### src/logic/sbrw_cfg.svh
// Purpose: constants for the staged boot and runtime watchdog
// Assumes: 40 MHz clock
// Notes:   times in seconds, counts derived in cycles
`ifndef SBRW_CFG_SVH
`define SBRW_CFG_SVH

// =====================================================================
// timing
`define SBRW_CLK_HZ        40000000
`define SBRW_SEC_S         1
`define SBRW_CYC_PER_SEC   (`SBRW_CLK_HZ * `SBRW_SEC_S)

// =====================================================================
// timeout table, seconds per code 0..9
`define SBRW_T0_S          11'h001
`define SBRW_T1_S          11'h002
`define SBRW_T2_S          11'h005
`define SBRW_T3_S          11'h00A
`define SBRW_T4_S          11'h01E
`define SBRW_T5_S          11'h03C
`define SBRW_T6_S          11'h078
`define SBRW_T7_S          11'h12C
`define SBRW_T8_S          11'h258
`define SBRW_T9_S          11'h708

// =====================================================================
// code offsets into the timeout table
`define SBRW_POST_OFS      4'h3
`define SBRW_DLY_OFS       4'h2

// =====================================================================
// mode and event codes
`define SBRW_MODE_DIS      2'h0
`define SBRW_MODE_ONCE     2'h1
`define SBRW_MODE_SINGLE   2'h2
`define SBRW_MODE_REPEAT   2'h3
`define SBRW_EV_DIS        2'h0
`define SBRW_EV_NOTIFY     2'h1
`define SBRW_EV_RESET      2'h2
`define SBRW_EV_PWRBTN     2'h3
`define SBRW_SEL_OFF       3'h0
`define SBRW_CNT_ONE       11'h001

`endif

### src/logic/sbrw_pkg.sv
// Purpose: types for the staged boot and runtime watchdog
// Assumes: constants come from sbrw_cfg.svh
// Notes:   none
package sbrw_pkg;

  // =====================================================================
  // runtime watchdog states
  typedef enum logic [2:0] {
    RT_OFF   = 3'b000,
    RT_DELAY = 3'b001,
    RT_S1    = 3'b010,
    RT_S2    = 3'b011,
    RT_S3    = 3'b100,
    RT_DONE  = 3'b101
  } sbrw_rt_t;

  // =====================================================================
  // configuration bundle
  typedef struct packed {
    logic [2:0] post_sel;
    logic       pause_en;
    logic [1:0] rt_mode;
    logic [2:0] delay_sel;
    logic [3:0] tmo1;
    logic [3:0] tmo2;
    logic [3:0] tmo3;
    logic [1:0] ev1;
    logic [1:0] ev2;
    logic [1:0] ev3;
    logic       notify_restart;
  } sbrw_cfg_t;

  // event pulses
  typedef struct packed {
    logic sys_reset;
    logic pwr_btn;
    logic notify_shutdown;
    logic notify_restart;
  } sbrw_evt_t;

  // all state of the top
  typedef struct packed {
    logic       post_run;
    logic       post_done;
    logic [10:0] post_cnt;
    sbrw_rt_t   rt_st;
    logic [10:0] rt_cnt;
    sbrw_evt_t  evt;
  } sbrw_state_t;

endpackage : sbrw_pkg

### src/logic/sbrw_tick.sv
// Purpose: one-second tick generator with restart
// Assumes: synchronous active-high reset
// Notes:   tick is a one-cycle pulse every CYC cycles after clr
`timescale 1ns/100ps
module sbrw_tick #(
  parameter int unsigned CYC = 40000000
) (
  input  wire logic clk,
  input  wire logic rst,
  input  wire logic clr,
  output logic      tick
);

  typedef struct packed {
    logic [25:0] cnt;
  } sbrw_tick_t;

  sbrw_tick_t st_ff;
  sbrw_tick_t nxt_st;
  localparam logic [25:0] LAST = 26'(CYC - 1);

  // =====================================================================
  // prescaler
  assign tick = (st_ff.cnt == LAST);

  always_comb begin
    nxt_st = st_ff;
    if (clr || tick) begin
      nxt_st.cnt = 26'h0000000;
    end else begin
      nxt_st.cnt = st_ff.cnt + 26'h0000001;
    end
  end

  always_ff @(posedge clk) begin
    if (rst) begin
      st_ff <= '0;
    end else begin
      st_ff <= nxt_st;
    end
  end

endmodule : sbrw_tick

### src/logic/sbrw_top.sv
// Purpose: staged boot-time and runtime supervisory watchdog
// Assumes: all inputs synchronous to clk, config held steady
// Notes:   event outputs are one-cycle pulses
`timescale 1ns/100ps
`include "sbrw_cfg.svh"
module sbrw_top #(
  parameter int unsigned CYC_PER_SEC = `SBRW_CYC_PER_SEC
) (
  input  wire logic               clk,
  input  wire logic               rst,
  input  wire sbrw_pkg::sbrw_cfg_t cfg,
  input  wire logic               post_active,
  input  wire logic               user_wait,
  input  wire logic               os_boot,
  input  wire logic               wd_trigger,
  input  wire logic               cfg_load,
  output sbrw_pkg::sbrw_evt_t     evt_o,
  output sbrw_pkg::sbrw_rt_t      rt_state_o,
  output logic                    post_run_o
);

  // =====================================================================
  // timeout lookup
  function automatic logic [10:0] secs_of(input logic [3:0] code);
    logic [10:0] s;
    case (code)
      4'h0:    s = `SBRW_T0_S;
      4'h1:    s = `SBRW_T1_S;
      4'h2:    s = `SBRW_T2_S;
      4'h3:    s = `SBRW_T3_S;
      4'h4:    s = `SBRW_T4_S;
      4'h5:    s = `SBRW_T5_S;
      4'h6:    s = `SBRW_T6_S;
      4'h7:    s = `SBRW_T7_S;
      4'h8:    s = `SBRW_T8_S;
      default: s = `SBRW_T9_S;
    endcase
    return s;
  endfunction : secs_of

  // event code to pulses
  function automatic sbrw_pkg::sbrw_evt_t evt_of(input logic [1:0] code, input logic restart);
    sbrw_pkg::sbrw_evt_t e;
    e = '0;
    case (code)
      `SBRW_EV_NOTIFY: begin
        e.notify_shutdown = !restart;
        e.notify_restart  = restart;
      end
      `SBRW_EV_RESET:  e.sys_reset = 1'b1;
      `SBRW_EV_PWRBTN: e.pwr_btn   = 1'b1;
      default:         e = '0;
    endcase
    return e;
  endfunction : evt_of

  // =====================================================================
  // state
  sbrw_pkg::sbrw_state_t st_ff;
  sbrw_pkg::sbrw_state_t nxt_st;
  logic                  post_ld;
  logic                  rt_ld;
  logic                  post_tick;
  logic                  rt_tick;
  logic                  post_hold;
  logic                  post_exp;
  logic                  rt_exp;
  logic                  in_stage;
  logic [1:0]            ev1_code;
  logic [1:0]            stage_ev;
  logic [10:0]           t1_s;
  logic [10:0]           t2_s;
  logic [10:0]           t3_s;

  assign evt_o      = st_ff.evt;
  assign rt_state_o = st_ff.rt_st;
  assign post_run_o = st_ff.post_run;

  sbrw_tick #(.CYC(CYC_PER_SEC)) u_post_tick (
    .clk  (clk),
    .rst  (rst),
    .clr  (post_ld),
    .tick (post_tick)
  );

  sbrw_tick #(.CYC(CYC_PER_SEC)) u_rt_tick (
    .clk  (clk),
    .rst  (rst),
    .clr  (rt_ld),
    .tick (rt_tick)
  );

  // =====================================================================
  // decode helpers
  assign t1_s      = secs_of(cfg.tmo1);
  assign t2_s      = secs_of(cfg.tmo2);
  assign t3_s      = secs_of(cfg.tmo3);
  assign ev1_code  = (cfg.ev1 == 2'h3) ? `SBRW_EV_PWRBTN : cfg.ev1 + 2'h1;
  assign post_hold = cfg.pause_en && user_wait;
  assign post_exp  = st_ff.post_run && !post_hold && post_tick && (st_ff.post_cnt == `SBRW_CNT_ONE) &&
                     post_active && (cfg.post_sel != `SBRW_SEL_OFF);
  assign in_stage  = (st_ff.rt_st == sbrw_pkg::RT_S1) || (st_ff.rt_st == sbrw_pkg::RT_S2) ||
                     (st_ff.rt_st == sbrw_pkg::RT_S3);
  assign rt_exp    = in_stage && !wd_trigger && rt_tick && (st_ff.rt_cnt == `SBRW_CNT_ONE);

  always_comb begin
    case (st_ff.rt_st)
      sbrw_pkg::RT_S1: stage_ev = ev1_code;
      sbrw_pkg::RT_S2: stage_ev = cfg.ev2;
      sbrw_pkg::RT_S3: stage_ev = cfg.ev3;
      default:         stage_ev = `SBRW_EV_DIS;
    endcase
  end

  // =====================================================================
  // next state
  always_comb begin
    nxt_st     = st_ff;
    nxt_st.evt = '0;
    post_ld    = 1'b0;
    rt_ld      = 1'b0;

    // boot-time watchdog
    if (!post_active || cfg.post_sel == `SBRW_SEL_OFF) begin
      nxt_st.post_run  = 1'b0;
      nxt_st.post_done = 1'b0;
    end else if (!st_ff.post_run && !st_ff.post_done) begin
      nxt_st.post_run = 1'b1;
      nxt_st.post_cnt = secs_of(4'(cfg.post_sel) + `SBRW_POST_OFS);
      post_ld         = 1'b1;
    end else if (st_ff.post_run && post_hold) begin
      post_ld = 1'b1;
    end else if (post_exp) begin
      nxt_st.post_run      = 1'b0;
      nxt_st.post_done     = 1'b1;
      nxt_st.evt.sys_reset = 1'b1;
    end else if (st_ff.post_run && post_tick) begin
      nxt_st.post_cnt = st_ff.post_cnt - 11'h001;
    end

    // runtime watchdog
    if (cfg_load) begin
      nxt_st.rt_st = sbrw_pkg::RT_OFF;
    end else begin
      case (st_ff.rt_st)
        sbrw_pkg::RT_OFF: begin
          if (os_boot && cfg.rt_mode != `SBRW_MODE_DIS) begin
            rt_ld = 1'b1;
            if (cfg.delay_sel == `SBRW_SEL_OFF) begin
              nxt_st.rt_st  = sbrw_pkg::RT_S1;
              nxt_st.rt_cnt = t1_s;
            end else begin
              nxt_st.rt_st  = sbrw_pkg::RT_DELAY;
              nxt_st.rt_cnt = secs_of(4'(cfg.delay_sel) + `SBRW_DLY_OFS);
            end
          end
        end
        sbrw_pkg::RT_DELAY: begin
          if (rt_tick && st_ff.rt_cnt == `SBRW_CNT_ONE) begin
            nxt_st.rt_st  = sbrw_pkg::RT_S1;
            nxt_st.rt_cnt = t1_s;
            rt_ld         = 1'b1;
          end else if (rt_tick) begin
            nxt_st.rt_cnt = st_ff.rt_cnt - 11'h001;
          end
        end
        sbrw_pkg::RT_S1, sbrw_pkg::RT_S2, sbrw_pkg::RT_S3: begin
          if (wd_trigger) begin
            rt_ld = 1'b1;
            if (cfg.rt_mode == `SBRW_MODE_ONCE) begin
              nxt_st.rt_st = sbrw_pkg::RT_DONE;
            end else begin
              nxt_st.rt_st  = sbrw_pkg::RT_S1;
              nxt_st.rt_cnt = t1_s;
            end
          end else if (rt_exp) begin
            // keep a boot reset raised in the same cycle
            nxt_st.evt = sbrw_pkg::sbrw_evt_t'(nxt_st.evt | evt_of(stage_ev, cfg.notify_restart));
            rt_ld      = 1'b1;
            if (st_ff.rt_st == sbrw_pkg::RT_S1) begin
              nxt_st.rt_st  = sbrw_pkg::RT_S2;
              nxt_st.rt_cnt = t2_s;
            end else if (st_ff.rt_st == sbrw_pkg::RT_S2) begin
              nxt_st.rt_st  = sbrw_pkg::RT_S3;
              nxt_st.rt_cnt = t3_s;
            end else if (cfg.rt_mode == `SBRW_MODE_REPEAT) begin
              nxt_st.rt_cnt = t3_s;
            end else begin
              nxt_st.rt_st = sbrw_pkg::RT_DONE;
            end
          end else if (rt_tick) begin
            nxt_st.rt_cnt = st_ff.rt_cnt - 11'h001;
          end
        end
        sbrw_pkg::RT_DONE: nxt_st.rt_st = sbrw_pkg::RT_DONE;
        default:           nxt_st.rt_st = sbrw_pkg::RT_OFF;
      endcase
    end
  end

  always_ff @(posedge clk) begin
    if (rst) begin
      st_ff <= '0;
    end else begin
      st_ff <= nxt_st;
    end
  end
endmodule : sbrw_top

### config.mk
export PLATFORM = sky130hd
export DESIGN_NAME = sbrw_top
export DESIGN_NICKNAME = d
export VERILOG_FILES = /design/src/logic/sbrw_pkg.sv /design/src/logic/sbrw_tick.sv /design/src/logic/sbrw_top.sv
export VERILOG_INCLUDE_DIRS = /design/src /design/src/logic
export SDC_FILE = /design/constraint.sdc
export NUM_CORES = 1
export LEC_CHECK = 0
export BUFFER_PORTS_ARGS = -buffer_cell sky130_fd_sc_hd__buf_2
export CORE_UTILIZATION = 30
export DETAILED_ROUTE_END_ITERATION = 16
export HOLD_SLACK_MARGIN = 0.08
export SETUP_SLACK_MARGIN = 0.2
export SYNTH_ARGS = -nofsm -noshare
export SYNTH_HDL_FRONTEND = slang
export SYNTH_SLANG_ARGS = --single-unit
### constraint.sdc
create_clock -name clk -period 3.5 [get_ports clk]
set_clock_uncertainty 0.1 [all_clocks]
set_input_delay 0 -clock clk [delete_from_list [all_inputs] [get_ports clk]]
set_output_delay 0 -clock clk [all_outputs]
set_load 0.05 [all_outputs]
### Word-level counts from Yosys, hierarchy flattened

Memory sizes are Yosys's and may differ from the RTL's.
Cells that the tools add are included.
Widths: inputs -> output; s select.

| storage, ports and cells | value |
|---|---|
| register bits after elaboration | 83 |
| bits in latches | 0 |
| RAM bits | 0 |
| bits in read-only memories | 800 |
| input bits | 35 |
| output and inout port bits | 8 |
| word-level logic and storage cells | 153 |
| memories kept | 5 |

Memories:

| memory | words | width | rd ports | clocked after Yosys merged registers in | write ports | line | text |
|---|---|---|---|---|---|---|---|
| (name not given) | 16 | 10 | 1 | 0 | 0 | sbrw_top.sv:26 | `case (code)` |
| (name not given) | 16 | 10 | 1 | 0 | 0 | sbrw_top.sv:26 |  |
| (name not given) | 16 | 10 | 1 | 0 | 0 | sbrw_top.sv:26 |  |
| (name not given) | 16 | 10 | 1 | 0 | 0 | sbrw_top.sv:26 |  |
| (name not given) | 16 | 10 | 1 | 0 | 0 | sbrw_top.sv:26 |  |

| operators by class | value |
|---|---|
| add/subtract/negate cells | 7 |
| multiply operators | 0 |
| div/mod/pow operators | 0 |
| $lt $le $gt $ge | 0 |
| eq/ne operators | 23 |
| shift-type cells | 0 |
| multiplexer cells | 56 |
| bitwise operators | 7 |
| reduce and logical (&&, ||, !) cells | 44 |

Operator list:

| kind | count |
|---|---|
| $mux 11 | 8 |
| $mux 14 | 4 |
| $add 26x1->26 const B | 2 |
| $eq 26x26->1 const B | 2 |
| $pmux 11 s3 | 1 |
| $mux 13 | 2 |
| $mux 1 | 23 |
| $eq 11x1->1 const B | 2 |
| $sub 11x1->11 const B | 2 |
| $mux 4 | 4 |
| $logic_and 1x1->1 | 14 |
| $mux 2 | 7 |
| $mux 3 | 4 |
| $pmux 3 s4 | 1 |
| $logic_not 3->1 | 3 |
| $add 3x2->4 const B | 2 |
| $eq 2x2->1 const B | 4 |
| $reduce_and 4->1 | 2 |
| $reduce_or 2->1 | 4 |
| $eq 3x2->1 const B | 2 |
| $eq 3x3->1 const B | 2 |
| $logic_not 1->1 | 6 |
| $ne 2x2->1 const B | 3 |
| $ne 3x3->1 const B | 2 |
| 18 further kinds | 31 |

### Longest topological paths before layout

| logic depth | value |
|---|---|
| depth after elaboration | 16 |
| mapped depth | 10 |

### Hierarchy

A second synthesis with hierarchy kept.

| unflattened totals | value |
|---|---|
| cell total of the unflattened synthesis | 740 |
| area total of the unflattened synthesis | 5804.3 um^2 |

Modules (own cells, without submodules):

| module | instances | cells each | area an instance (um^2) | seq. area each (um^2) |
|---|---|---|---|---|
| sbrw_top | 1 | 452 | 3224.3 | 620.6 |
| sbrw_tick | 2 | 144 | 1290.0 | 520.5 |

### Worst setup path after synthesis

Ideal clock, no wire load.

| timing path | value |
|---|---|
| kind | register to register |
| from | register u_rt_tick.st_ff[3] in the netlist's numbering |
| to | register st_ff[9] in the netlist's numbering |
| library setup time | 0.131 ns |
| arrival time | 2.109 ns |
| data required time | 3.269 ns |
| slack | 1.160 ns |
| cell stages (with the launch flop) | 10 |
| path through | dfxtp_1 and4_1 buf_4 nand4_4 or3_1 buf_2 nor4b_1 a21oi_1 o21ai_0 o22ai_1 |

| on the way | value |
|---|---|
| word-level cells in the longest chain between the ends | 6 |

Ends and longest elaborated chain:

| item | line | text |
|---|---|---|
| start: declaration | sbrw_tick.sv:18 | `sbrw_tick_t st_ff;` |
| start signal: assignment | sbrw_tick.sv:39 | `st_ff <= nxt_st;` |
| $eq 26x26->1 (*) | sbrw_tick.sv:24 | `assign tick = (st_ff.cnt == LAST);` |
| $logic_and 1x1->1 (2 in a row) | sbrw_top.sv:104 | `` assign rt_exp = in_stage && !wd_trigger && rt_tick && (st_ff.rt_cnt == `SBRW_CNT_ONE); `` |
| $mux 11 | sbrw_top.sv:176 | `end else if (rt_exp) begin` |
| $mux 14 | sbrw_top.sv:168 | `if (wd_trigger) begin` |
| $pmux 11 s3 | sbrw_top.sv:145 | `case (st_ff.rt_st)` |
| end signal: assignment | sbrw_top.sv:205 | `st_ff <= nxt_st;` |
| end: declaration | sbrw_top.sv:59 | `sbrw_pkg::sbrw_state_t st_ff;` |

Mark *: on every way between the ends. The rest lies on a longest branch, timed or not.
A chain may end at the register's enable or synchronous reset.

### Final worst setup path

| timing path | value |
|---|---|
| from | register st_ff, in the netlist rt_state_o[0] |
| to | register st_ff, in the netlist evt_o[0] |

| on the way | value |
|---|---|
| word-level cells in the longest chain between the ends | 9 |

Ends and longest elaborated chain:

| item | line | text |
|---|---|---|
| $eq 3x3->1 / $eq 3x2->1 (equally long branches) | -- |  |
| $pmux 2 s3 | sbrw_top.sv:107 | `case (st_ff.rt_st)` |
| $eq 2x1->1 | sbrw_top.sv:45 | `case (code)` |
| $mux 2 | sbrw_top.sv:45 |  |
| $mux 2 | sbrw_top.sv:176 |  |
| $mux 2 | sbrw_top.sv:168 |  |
| $mux 2 | sbrw_top.sv:145 |  |
| $mux 2 | sbrw_top.sv:142 | `if (cfg_load) begin` |
| $or 4x4->4 | sbrw_top.sv:178 | `nxt_st.evt = sbrw_pkg::sbrw_evt_t'(nxt_st.evt \| evt_of(stage_ev, cfg.notify_restart));` |

Parallel ways exist; a longest one is shown, timed or not. The select of a mux whose other input is x is not followed.

==> flow_summary.toml <==
[clock_network]
htree_levels = 3
cts_buffer_depth = 2
cts_resized = 0
cts-root-buf = "clkbuf_16"
cts_tree = "built"
clkTransAtPathRegs_ns = 0.06
insertion_delay_ns = 0.34
numCtsBuffers = 9
cts.sinks = 83

[setup_path]
crit_arrival_ns = 3.17
crit_type = "flip-flop to flip-flop"
critPathCaptureType = "flip-flop"
cp.required_ns = 3.68
crit_fanout = 15
cp-start-kind = "flip-flop"

[timing]
finalSetupViolations = 0
hold_violations = 0
fmax_mhz = 334.6
worst_pin_slew_ns = 0.6977
slew_viol_final = 0
max_slew_margin_pct = 53.13
setup_slack_ns = 0.5114
min_period_ns = 2.989
grt_setup_unrepaired = "no"
fin_setup_tns_ns = 0
period_share_pct = 85.39

[power]
swShare_pct = 29.98
switching_power_mw = 0.7046
powerDensity_nw_per_um2 = 377.7
peakVddDrop_v = 0.0003188
pwr-share-clk_pct = 37.6
power_frac_seq_pct = 43.0
p_int_mw = 1.646
power.share.combinational_pct = 19.5
p_leak_nw = 2.181

[route]
drt_iter0_drc = 383
drt-wirelength-per-cell_um = 13.72
ant_nets = 0
drtPass1Iterations = 5
drt_drc_violations_left = 0
wirelength_mm = 13.75
vias = 5313
viasPerCell = 5.302

[synth]
synth.net_count = 789
syn_inst = 745
synthArstFlopShare_pct = 0
seq_area_frac_synth_pct = 30.24
synth.most_common_cell = "nor2_1"
yosys-top-cells-count = "132 x nor2_1, 83 x dfxtp_1, 59 x nand2_1"
synth_edf_count = 0
ys_warn_count = 0
yosys_register_bits = 83
yosysTopAreaCell = "dfxtp_1"
synth_area_leaders = "dfxtp_1 30%, nor2_1 9.0%, xor2_1 4.8%"
syn_area_um2 = 5494
yosysUniqueCellTypes = 67
synthFlopType = "dfxtp_1"
synth_top_area_share_pct = 30.24
syn_avg_cell_area_um2 = 7.375

[floorplanning]
rows = 49
die_x_um = 137.3
dieArea_um2 = 18860
initial_core_util_pct = 30.58
io_pins = 43
core_area_um2 = 17960
die_h_um = 137.3

[placement]
post-place-ws_ns = 0.7842
place.gp.congestion = 0.8955
dpl.hpwl_mm = 10.03
io_buffers = 42

[finish]
fillers = 1895
fin_nets = 812
areaGrowthSynthToFinish_pct = 13.25
layout-drive-gt1-share_pct = 10.35
antenna_cells = 0

[hold_path]
hp-class = "input port to flip-flop"

[job]
max_cap_violations = 0

[global_routing]
grt_max_degree = 37
grt_pass1_wl_mm = 22.73
grt_pass1_vias = 4751
gr-usage-all-layers_pct = 14.99
antenna_found_initial = 0
grt_overflow_total = 0

[run_status]
status = "complete, no violations"
-- flip-flops by register name, indices dropped and copies added (netlist names) --
name               flops
rt_state_o             3
u_post_tick.st_ff     26
evt_o                  4
u_rt_tick.st_ff       26
post_run_o             1
st_ff                 23
-- worst max-delay path: stages, from the launching register on --
cell and delay [ns]:
dfxtp_1 0.44, or3b_1 0.44, a21oi_1 0.36, nand4_1 0.27
or4b_1 0.58, nor3_1 0.16, dlygate4sd3_1 0.57
-- timing repair --
item,4_1_cts,5_1_grt
buffers inserted,0,1
hold buffers,12,0
setup endpoints to repair,0,2
endpoints found under the hold margin,11,0
-- metrics by stage --
stage / total power, mW / cells / cell area, µm² / hold slack [ns] / utilization [%]
after floorplan: 1.349 / 745 / 5494 / -0.02282 / -
after global placement: 1.476 / 973 / 5816 / 0.08812 / 32.37
after detailed placement: 1.472 / 973 / 5816 / 0.09655 / 32.37
after CTS: 2.373 / 1001 / 6215 / 0.08441 / 34.60
after global routing: 2.484 / 1002 / 6222 / 0.1383 / 34.64
final: 2.350 / 1002 / 6222 / 0.1054 / 34.64
-- layer usage --
layer	wire length, µm	GRT usage [%]
met1	6601	19.57
met2	6364	24.44
met3	571	2.539
met4	209	5.922
met5	0	0
-- power by group through the flow --
stage,sequential [mW],clock [mW],combinational (mW)
floorplan,1.02,0,0.332
global placement,1.03,0,0.446
detailed placement,1.03,0,0.441
CTS,1.01,0.912,0.452
global route,1.02,0.957,0.512
finish,1.01,0.883,0.457
-- layout make-up --
cell class,count,area [µm²],share of cell area [%]
sequential,83,1662,26.70
clock inverter,6,40.04,0.6435
clock buffer,10,239.0,3.841
multi-input combinational,589,3518,56.55
inverter,23,86.33,1.387
tap,229,286.5,4.605
timing repair buffer,62,390.4,6.274
-- cells by family after synthesis --
group	share of synthesized area, %
fa+ha+maj	2.050
flops	30.24
compound gates	19.75
simple gates	32.52
xor+xnor	8.768
mux	0.9565
buf+inv	5.716
-- path summary, 6_finish.rpt --
check	start	endpoint	slack, ns	cells after the start
hold reg to reg	u_rt_tick.st_ff[0]	u_rt_tick.st_ff[0]	0.35	1
setup reg to reg	rt_state_o[0]	evt_o[0]	0.51	6
setup / recovery	rt_state_o[0]	evt_o[0]	0.51	6
hold / removal	cfg[18]	st_ff[13]	0.11	3
-- cells in the final DEF (no fill, tap or decap), drive strengths merged, types with 4 or more instances in the layout --
cell and instances:
a22oi 9, nor4b 8, dfxtp 83, a31oi 9, o22ai 8, o21a 4, nor2b 7, nor3 26
o31ai 4, and2 4, nand2b 9, a2111oi 4, a211oi 9, xor2 30, clkinv 4, a221oi 5
inv 24, nand2 59, nor4 13, o32ai 4, buf 50, ha 9, nand3 30, and4 4
dlygate4sd3 12, o21ai 42, a21oi 35, nor2 132, and3 11, nand4 19, nor4bb 4, clkbuf 10
xnor2 25, nand3b 6, or2 6, or3 7
No activity file was read; power rests on OpenSTA's default activity.
